$ cat src/rtl/rtci_pkg.sv
/*
  Shared constants for the clock control and interrupt timer block:
  register addresses, control bit positions, period codes and counts.
  Assumes a 200 MHz reference clock and a 4-bit parallel register port.
*/
package rtci_pkg;
  localparam logic [3:0] ADDR_CTRL = 4'h0;
  localparam logic [3:0] ADDR_SHARED = 4'hF;
  localparam int BIT_TEST = 3;
  localparam int BIT_CLK_HALT = 2;
  localparam int BIT_INT_SEL = 1;
  localparam int BIT_INT_HALT = 0;
  localparam int BIT_REPEAT = 3;
  localparam logic [3:0] CTRL_RESET = 4'hF;
  localparam logic [3:0] INT_WORD_RESET = 4'h0;
  localparam logic [3:0] CLK_SET_RESET = 4'h0;
  // Timing: 200 MHz reference, 0.1 s base tick for the timer
  localparam int CLK_HZ = 200000000;
  localparam int TICK_MS = 100;
  localparam int TICK_CYCLES = CLK_HZ / 1000 * TICK_MS;
  // Oscillator emulation: 32768 Hz from the reference via half period
  localparam int OSC_HZ = 32768;
  localparam int OSC_HALF_CYCLES = CLK_HZ / (2 * OSC_HZ);
  // Tenths per period code 1..7: 1,5,10,50,100,300,600
  localparam logic [9:0] PERIOD_TENTHS [8] = '{10'h000, 10'h001, 10'h005,
    10'h00A, 10'h032, 10'h064, 10'h12C, 10'h258};
endpackage

$ cat src/rtl/rtci_divider.sv
/*
  Enable pulse generator dividing the reference clock.
  Assumes one clock and a synchronous active-high reset.
*/
`timescale 1ns/1ps
module rtci_divider #(
  parameter int DIV = 4
) (
  input wire logic clk,
  input wire logic rst,
  input wire logic clear,
  output logic tick
);
  // Elaboration check: a divide by one would never pulse low
  if (DIV < 2) begin : g_bad_div
    $error("rtci_divider: DIV must be at least 2");
  end
  logic [31:0] count;
  wire at_end = (count == 32'(DIV - 1));
  // Clear restarts the phase so a new start gives a full period
  always_ff @(posedge clk) begin
    if (rst || clear) begin
      count <= 32'h00000000;
    end else if (at_end) begin
      count <= 32'h00000000;
    end else begin
      count <= count + 32'h00000001;
    end
  end
  // Pulse one cycle at the end of each division
  always_ff @(posedge clk) begin
    if (rst || clear) begin
      tick <= 1'b0;
    end else begin
      tick <= at_end;
    end
  end
endmodule

$ cat src/rtl/rtci_top.sv
/*
  Control register, time rollover flag, test mode oscillator output and
  the programmable interrupt timer of a real time clock.
  Assumes bus strobes already synchronous to REF_CLK, and a clock setting
  pulse supplied by the time counters outside this block.
*/
`timescale 1ns/1ps
module rtci_top #(
  parameter int TICK_DIV = rtci_pkg::TICK_CYCLES,
  parameter int OSC_HALF = rtci_pkg::OSC_HALF_CYCLES
) (
  // Clock and reset
  input wire logic REF_CLK,
  input wire logic RST,
  // Register port
  input wire logic CS_N,
  input wire logic RD_N,
  input wire logic WR_N,
  input wire logic [3:0] ADDR,
  input wire logic [3:0] WDATA,
  output logic [3:0] RDATA,
  output logic RDATA_VALID,
  // Time counter side
  input wire logic CLOCK_SET_PULSE,
  output logic CLOCK_HALT,
  output logic TEST_MODE,
  output logic FAST_CLOCK_EN,
  output logic [3:0] CLOCK_SETTING,
  // Interrupt pin: level, enable active low
  output logic INT_OUT,
  output logic INT_OE_N
);
  import rtci_pkg::*;

  // Elaboration check: both dividers need a count of at least two
  if (TICK_DIV < 2 || OSC_HALF < 2) begin : g_bad_counts
    $error("rtci_top: divider counts too small");
  end

  logic [3:0] ctrl;
  logic [3:0] int_word;
  logic time_rollover_flag;
  logic int_flag;
  logic int_pending;
  logic [9:0] tenths;
  logic timer_done;
  logic osc;
  logic [31:0] osc_count;
  logic rd_q;
  logic fast_q;

  // Strobe decode
  wire acc = !CS_N;
  wire rd_now = acc && !RD_N;
  wire wr_ctrl = acc && !WR_N && ADDR == ADDR_CTRL;
  wire wr_shared = acc && !WR_N && ADDR == ADDR_SHARED;
  wire address_zero_select = rd_now && ADDR == ADDR_CTRL;
  // Trailing edge of a control read clears the flags
  wire ctrl_rd_end = rd_q && !address_zero_select;
  wire wr_int = wr_shared && ctrl[BIT_INT_SEL];
  wire wr_clk = wr_shared && !ctrl[BIT_INT_SEL];
  wire period_zero = int_word[2:0] == 3'b000;
  wire repeat_mode = int_word[BIT_REPEAT];
  wire timer_run = !ctrl[BIT_INT_HALT] && !timer_done;
  wire start_write = wr_ctrl && !WDATA[BIT_INT_HALT];
  wire timer_clear = !timer_run || start_write;
  wire [9:0] limit = PERIOD_TENTHS[int_word[2:0]];
  wire tick;
  wire timeout = timer_run && tick && (tenths + 10'h001 == limit);
  wire osc_gate = ctrl[BIT_TEST] && period_zero;
  wire osc_flip = osc_count == 32'(OSC_HALF - 1);

  // Base 0.1 s tick, restarted by any stop or start of the timer
  rtci_divider #(.DIV(TICK_DIV)) u_tick (
    .clk(REF_CLK),
    .rst(RST),
    .clear(timer_clear),
    .tick(tick)
  );

  // Control latches; empty interrupt word forces the timer halted
  always_ff @(posedge REF_CLK) begin
    if (RST) begin
      ctrl <= CTRL_RESET;
    end else if (wr_ctrl) begin
      ctrl <= WDATA;
      if (period_zero) begin
        ctrl[BIT_INT_HALT] <= 1'b1;
      end
    end else if (wr_int && WDATA[2:0] == 3'b000) begin
      ctrl[BIT_INT_HALT] <= 1'b1;
    end
  end

  // Interrupt word and clock setting register share address 15
  always_ff @(posedge REF_CLK) begin
    if (RST) begin
      int_word <= INT_WORD_RESET;
      CLOCK_SETTING <= CLK_SET_RESET;
    end else begin
      if (wr_int) begin
        int_word <= WDATA;
      end
      if (wr_clk) begin
        CLOCK_SETTING <= WDATA;
      end
    end
  end

  // Timer: counts tenths; single mode stops after one timeout
  always_ff @(posedge REF_CLK) begin
    if (RST || timer_clear) begin
      tenths <= 10'h000;
    end else if (tick) begin
      tenths <= timeout ? 10'h000 : tenths + 10'h001;
    end
  end

  // Done latch holds a single shot until the next start write or an interrupt halt
  always_ff @(posedge REF_CLK) begin
    if (RST || start_write || ctrl[BIT_INT_HALT]) begin
      timer_done <= 1'b0;
    end else if (timeout && !repeat_mode) begin
      timer_done <= 1'b1;
    end
  end

  // Read strobe history and captured status during a control read
  always_ff @(posedge REF_CLK) begin
    if (RST) begin
      rd_q <= 1'b0;
      RDATA <= 4'h0;
      RDATA_VALID <= 1'b0;
    end else begin
      rd_q <= address_zero_select;
      RDATA_VALID <= rd_now;
      if (address_zero_select && !rd_q) begin
        RDATA <= {time_rollover_flag, 2'b00, int_flag};
      end else if (rd_now && ADDR == ADDR_SHARED) begin
        RDATA <= ctrl[BIT_INT_SEL] ? int_word : CLOCK_SETTING;
      end else if (!address_zero_select) begin
        RDATA <= 4'h0;
      end
    end
  end

  // Rollover flag: clear wins over set; pulses during a control read and in its end cycle are dropped
  always_ff @(posedge REF_CLK) begin
    if (RST) begin
      time_rollover_flag <= 1'b0;
    end else if (CLOCK_SET_PULSE && !address_zero_select && !rd_q) begin
      time_rollover_flag <= 1'b1;
    end else if (ctrl_rd_end) begin
      time_rollover_flag <= 1'b0;
    end
  end

  // Timeout during a control read is held pending and shown after that read
  always_ff @(posedge REF_CLK) begin
    if (RST) begin
      int_flag <= 1'b0;
      int_pending <= 1'b0;
    end else if (address_zero_select || rd_q) begin
      if (timeout) begin
        int_pending <= 1'b1;
      end
      if (ctrl_rd_end) begin
        int_flag <= int_pending || timeout;
        int_pending <= 1'b0;
      end
    end else if (timeout) begin
      int_flag <= 1'b1;
    end
  end

  // Emulated 32.768 kHz oscillator for test mode trimming
  always_ff @(posedge REF_CLK) begin
    if (RST || osc_flip) begin
      osc_count <= 32'h00000000;
    end else begin
      osc_count <= osc_count + 32'h00000001;
    end
  end
  always_ff @(posedge REF_CLK) begin
    if (RST) begin
      osc <= 1'b0;
    end else if (osc_flip) begin
      osc <= !osc;
    end
  end

  // Interrupt pin: driven oscillator in test with period code 0, else open drain low
  always_ff @(posedge REF_CLK) begin
    if (RST) begin
      INT_OUT <= 1'b0;
      INT_OE_N <= 1'b1;
    end else if (osc_gate) begin
      INT_OUT <= osc;
      INT_OE_N <= 1'b0;
    end else begin
      INT_OUT <= 1'b0;
      INT_OE_N <= !int_flag;
    end
  end

  // Time counter controls; fast clocking only while not halted
  assign fast_q = osc_flip && osc && !ctrl[BIT_CLK_HALT];
  always_ff @(posedge REF_CLK) begin
    if (RST) begin
      CLOCK_HALT <= 1'b1;
      TEST_MODE <= 1'b1;
      FAST_CLOCK_EN <= 1'b0;
    end else begin
      CLOCK_HALT <= ctrl[BIT_CLK_HALT];
      TEST_MODE <= ctrl[BIT_TEST];
      FAST_CLOCK_EN <= ctrl[BIT_TEST] && fast_q;
    end
  end
endmodule

$ cat config.mk
export PLATFORM = sky130hd
export DESIGN_NAME = rtci_top
export DESIGN_NICKNAME = d
export VERILOG_FILES = /design/src/rtl/rtci_pkg.sv /design/src/rtl/rtci_divider.sv /design/src/rtl/rtci_top.sv
export SDC_FILE = /design/constraint.sdc
export NUM_CORES = 1
export LEC_CHECK = 0
export BUFFER_PORTS_ARGS = -buffer_cell sky130_fd_sc_hd__buf_2
export CAP_MARGIN = 20
export CORE_ASPECT_RATIO = 0.8
export CORE_MARGIN = 8
export CORE_UTILIZATION = 23
export CTS_CLUSTER_SIZE = 30
export DETAILED_ROUTE_END_ITERATION = 10
export GPL_ROUTABILITY_DRIVEN = 0
export PLACE_DENSITY = 0.35
export SLEW_MARGIN = 20
export SYNTH_ARGS = -nofsm -noshare
export SYNTH_HDL_FRONTEND = slang
export SYNTH_SLANG_ARGS = --single-unit
$ cat constraint.sdc
create_clock -name REF_CLK -period 3.9 [get_ports REF_CLK]
set_input_delay 0.39 -clock REF_CLK [delete_from_list [all_inputs] [get_ports REF_CLK]]
set_output_delay 0.39 -clock REF_CLK [all_outputs]
set_load 0.02 [all_outputs]
==> After elaboration in Yosys (flattened, before gate mapping) <==
Memory sizes are Yosys's and may differ from the RTL's.
Cells that the tools add are included.
{ "word_totals": {"regBits": 103, "rom_bits": 80, "output_inout_bits": 14, "word_cells": 108, "mem_count": 1} }
{ "classes": {"n_addsub": 3, "magnitude_cmp": 1, "eq_ne": 7, "n_mux": 17, "bitwise": 2, "n_reduce_logical": 55} }
{ "memory_table": {"columns": ["memory", "words", "word_bits", "read_ports", "rd_ports_with_merged_regs", "write_ports", "line_no", "source"], "rows": [
  ["(name not given)", 8, 10, 1, 0, 0, "rtci_top.sv:67", "wire [9:0] limit = PERIOD_TENTHS[int_word[2:0]];"]
]} }
{ "ops": {"columns": ["cell", "n"], "rows": [
  ["$add 32x1->32 const B", 2],
  ["$eq 32x12->1 const B", 1],
  ["$eq 32x25->1 const B", 1],
  ["$mux 10", 3],
  ["$logic_and 1x1->1", 22],
  ["$mux 4", 4],
  ["$logic_not 1->1", 14],
  ["$add 10x1->10 const B", 1],
  ["$eq 10x10->1", 1],
  ["$mux 1", 10],
  ["$reduce_bool 2->1", 4],
  ["$logic_or 1x1->1", 7],
  ["$logic_not 3->1", 2],
  ["$reduce_or 2->1", 3],
  ["$eq 4x4->1 const B", 1],
  ["$ge 4x4->1 const B", 1],
  ["$logic_not 4->1", 1],
  ["$not 3->4", 1],
  ["$reduce_and 2->1", 2],
  ["$ne 3x1->1 const B", 1],
  ["$ne 2x1->1 const B", 1],
  ["$ne 2x2->1 const B", 1],
  ["$not 1->1", 1]
]} }

==> Depth between registers and ports, before layout <==
{ "depth": {"ltp_word": 9, "depth_mapped": 10} }

==> By module <==
A second synthesis with hierarchy kept.
{ "hier_totals": {"cells_unflattened": 587, "hier_area_um2": 5074.9} }
{ "modules_own_cells": {"columns": ["module", "instances", "cells_each", "area_each_um2", "seq_area_each_um2"], "rows": [
  ["rtci_top", 1, 407, 3517.1, 1401.3],
  ["rtci_divider", 1, 180, 1557.7, 660.6]
]} }

==> Worst setup path after synthesis <==
No wires, ideal clock.
{ "synth_path": {"path_type": "input-to-reg", "from": "in ADDR[0]", "to": "reg tenths[5]", "setup_time_ps": 126, "t_arrival_ps": 1997, "slack_ps": 1777, "stages": 8, "n_path_buf": 2, "cell_sequence": "or4_1 -> or3_1 -> buf_2 -> o21ai_2 -> nor2_1 -> clkbuf_1 -> o21ai_0 -> o31ai_2"} }
{ "synth_via": {"elab_chain_cells": 5} }
{ "synth_rtl": {"columns": ["element", "line_no", "source"], "rows": [
  ["start: declaration", "rtci_top.sv:19", "input wire logic [3:0] ADDR,"],
  ["$logic_not 4->1", "rtci_top.sv:55", "wire wr_ctrl = acc && !WR_N && ADDR == ADDR_CTRL;"],
  ["$logic_and 1x1->1", "rtci_top.sv:55", null],
  ["$logic_and 1x1->1", "rtci_top.sv:65", "wire start_write = wr_ctrl && !WDATA[BIT_INT_HALT];"],
  ["$logic_or 1x1->1", "rtci_top.sv:66", "wire timer_clear = !timer_run || start_write;"],
  ["$logic_or 1x1->1", "rtci_top.sv:112", "if (RST || timer_clear) begin"],
  ["end signal: assignment", "rtci_top.sv:115", "tenths <= timeout ? 10'h000 : tenths + 10'h001;"],
  ["end: declaration", "rtci_top.sv:45", "logic [9:0] tenths;"]
]} }
Every way passes these cells.
A chain may end at the register's enable or synchronous reset.

==> Worst setup path in the final report <==
{ "layout_path": {"from": "reg tenths[0]", "to": "reg tenths[6]"} }
{ "layout_via": {"elab_chain_cells": 4} }
{ "layout_rtl": {"columns": ["element", "line_no", "source"], "rows": [
  ["$add 10x1->10 *", "rtci_top.sv:69, rtci_top.sv:115", null],
  ["$eq 10x10->1", "rtci_top.sv:69", "wire timeout = timer_run && tick && (tenths + 10'h001 == limit);"],
  ["$logic_and 1x1->1", "rtci_top.sv:69", null],
  ["$mux 10 *", "rtci_top.sv:115", null]
]} }
Mark *: on every way between the ends. The rest lies on a longest branch, timed or not.

==> results_dict.tcl <==
set metrics [dict create \
    status "finished clean" \
    hp-start "RD_N" \
    leakagePower_nw 1.92 \
    slew_headroom_pct 32.0 \
    final_util_pct 26.8 \
    cts_tree "built" \
    drt_iter0_markers 194 \
    die_h_um 146 \
    antenna_cells 0 \
    syn_nets 592 \
    routed_via_density 4.39 \
    cts_setup_buffers 0 \
    initial_core_util_pct 23.4 \
    htreeDepth 3 \
    grt_pass1_wl_um 19100 \
    fin_tns_setup_ns 0 \
    finalHoldViolCount 0 \
    critical_path_class "reg -> reg" \
    total_power_w 0.00206 \
    synth_area_sq_mm 0.00485 \
    cts_resized 0 \
    rsz0062_at_grt "false" \
    worstSetupStartpoint "tenths[0]" \
    min_path_type "in -> reg" \
    cts_buffers 9 \
    r2r_start "tenths[0]" \
    die-area_sq_mm 0.0260 \
    antenna_found_initial 0 \
    grt_pass1_vias 3824 \
    min_period_ns 2.81 \
    worstSetupEndpointType "register" \
    grt-ovfl-total 0 \
    drt-total-wl_um 11000 \
    synthCells 570 \
    first_pass_iters 4 \
    synth-edff-count 0 \
    stdcell_count 864 \
    area_delta_synth_final_pct 14.4 \
    tightestPinTransition_ns 1.01 \
    wl_per_cell_um 12.8 \
    io_buffers 27 \
    cts.clk_slew.worst_paths_ns 0.09 \
    critPathLaunchType "register" \
    synth_ff_type "dfxtp_1" \
    drc 0 \
    clock_skew_ns 0.0184 \
    design.core.area_sq_mm 0.0207 \
    worstSkewPairLatency_ns 0.37 \
    grt_max_degree 33 \
    final_nets 612 \
    setup_viol 0 \
    p_per_area_mw_per_mm2 372 \
    syn_avg_cell_area_sq_um 8.51 \
    fmax_ghz 0.356 \
    fin_crit_sh_pct 72.1 \
    final_common_cell "dfxtp_1" \
    yosysWarningCount 0 \
    clkSinkCount 103 \
    max_cap_violations 0 \
    slew_violations 0 \
    required_ns 4.14 \
    synth_cell_type_count 51 \
    num_vias 3794 \
    crit_fanout 8 \
    grt_use_total_pct 9.02 \
    seq_area_frac_synth_pct 42.5 \
    clockBufferDepth 2 \
    cts-root-buf "clkbuf_16" \
    yosys_register_bits 103 \
    cts_hold_buffers 0 \
    final_cell_mix "dfxtp_1 (103), nor2_1 (98), nand2_1 (49)" \
    async_reset_ff_share_pct 0 \
    dp_cells 848 \
    hpwl_um 8010 \
    ir_worst_vdd_v 0.000193 \
    pin_count 28 \
    worstPathArrival_ns 3.05 \
    fp.dieW_um 178 \
    postRouteAntennaNets 0 \
    layout-drive-gt1-share_pct 10.3 \
    row_count 47 \
]
-- power breakdown --
group	internal [W]	switching [W]
logic	0.0000135	0.0000251
registers	0.00106	0.00000527
clock network	0.000512	0.000451
-- critical path, cell delays in order, from the launching register on --
cell,delay (ns)
dfxtp_1,0.46
ha_1,0.30
xor2_1,0.32
xor2_1,0.11
o31a_1,0.25
o21ai_0,0.16
nand4_1,0.22
nor3_2,0.49
buf_4,0.28
o21ai_0,0.09
-- metal layers --
layer / share of wire [%] / routed length (um) / track usage (%)
met3: 3.1 / 344 / 2.59
met1: 53 / 5840 / 12.1
met2: 42 / 4670 / 13.5
met5: 0 / 0 / 0
met4: 1.5 / 170 / 3.22
-- sequential cells by signal, indices dropped and copies added, names as in the netlist --
register and count:
rd_q 1, int_flag 1, INT_OUT 1, timer_done 1, osc_count 32, osc 1
u_tick.count 32, ctrl 4, int_word 4, RDATA_VALID 1, u_tick.tick 1, FAST_CLOCK_EN 1
INT_OE_N 1, CLOCK_SETTING 4, CLOCK_HALT 1, time_rollover_flag 1, int_pending 1, RDATA 4
tenths 10, TEST_MODE 1
-- kinds of logic (layout without fill, tap and decap cells) --
kind of cell | Yosys count | in the layout | share of synthesized area, %
AOI/OAI and AO/OA | 56 | 56 | 6.94
xor gates and xnor gates | 66 | 66 | 12.2
DFF | 103 | 103 | 42.5
buffers and inverters | 33 | 58 | 2.99
muxes | 13 | 13 | 2.68
and+or+nand+nor | 291 | 291 | 30.6
adders and majority gates | 8 | 8 | 2.06
-- metrics by stage --
step                      cell area (sq um)  worst slack (ns)  hold WS, ns
after floorplan                        4850              1.78        0.414
after global placement                 5240              1.08        0.447
after detailed placement               5240              1.07        0.459
after CTS                              5550              1.03        0.222
after global routing                   5550             0.786        0.217
final                                  5550              1.09        0.225
-- final cells by class --
class / instances / area (sq um)
sequential: 103 / 2060
fill: 2253 / 15100
clock inverter: 7 / 85.1
tap: 269 / 337
timing repair buffer: 29 / 150
inverter: 13 / 48.8
multi-input combinational: 434 / 2640
clock buffer: 9 / 225
-- Yosys cell counts, types with 2 or more instances --
cell / count / area share (%)
or2_2: 6 / 0.77
nor3_1: 10 / 1.0
inv_1: 13 / 1.0
nor2_1: 98 / 7.6
nand2_1: 49 / 3.8
and3b_1: 2 / 0.36
nor4_1: 11 / 1.4
nor3b_1: 4 / 0.62
buf_4: 3 / 0.46
o21ai_0: 25 / 2.6
nor2b_1: 7 / 0.90
nand4_1: 12 / 1.5
ha_1: 8 / 2.1
and3_1: 16 / 2.1
xnor2_1: 24 / 4.3
nor3_2: 3 / 0.62
or3_1: 10 / 1.3
or4_1: 2 / 0.31
a21o_1: 2 / 0.31
clkbuf_1: 14 / 1.1
mux2i_1: 13 / 2.7
and4_1: 4 / 0.72
nand3b_1: 5 / 0.77
nor4b_1: 4 / 0.72
a21oi_1: 16 / 1.7
nand3_1: 40 / 4.1
buf_2: 2 / 0.21
xor2_1: 41 / 7.4
nor4_4: 2 / 0.88
dfxtp_1: 103 / 43
-- worst paths after layout --
kind	to	slack [ns]	cells after the start
worst max-delay path	tenths[6]	1.09	9
worst min-delay path	RDATA_VALID	0.23	2
worst max register to register	tenths[6]	1.09	9
worst min register to register	u_tick.count[0]	0.47	1
No activity file was read; power rests on OpenSTA's default activity.
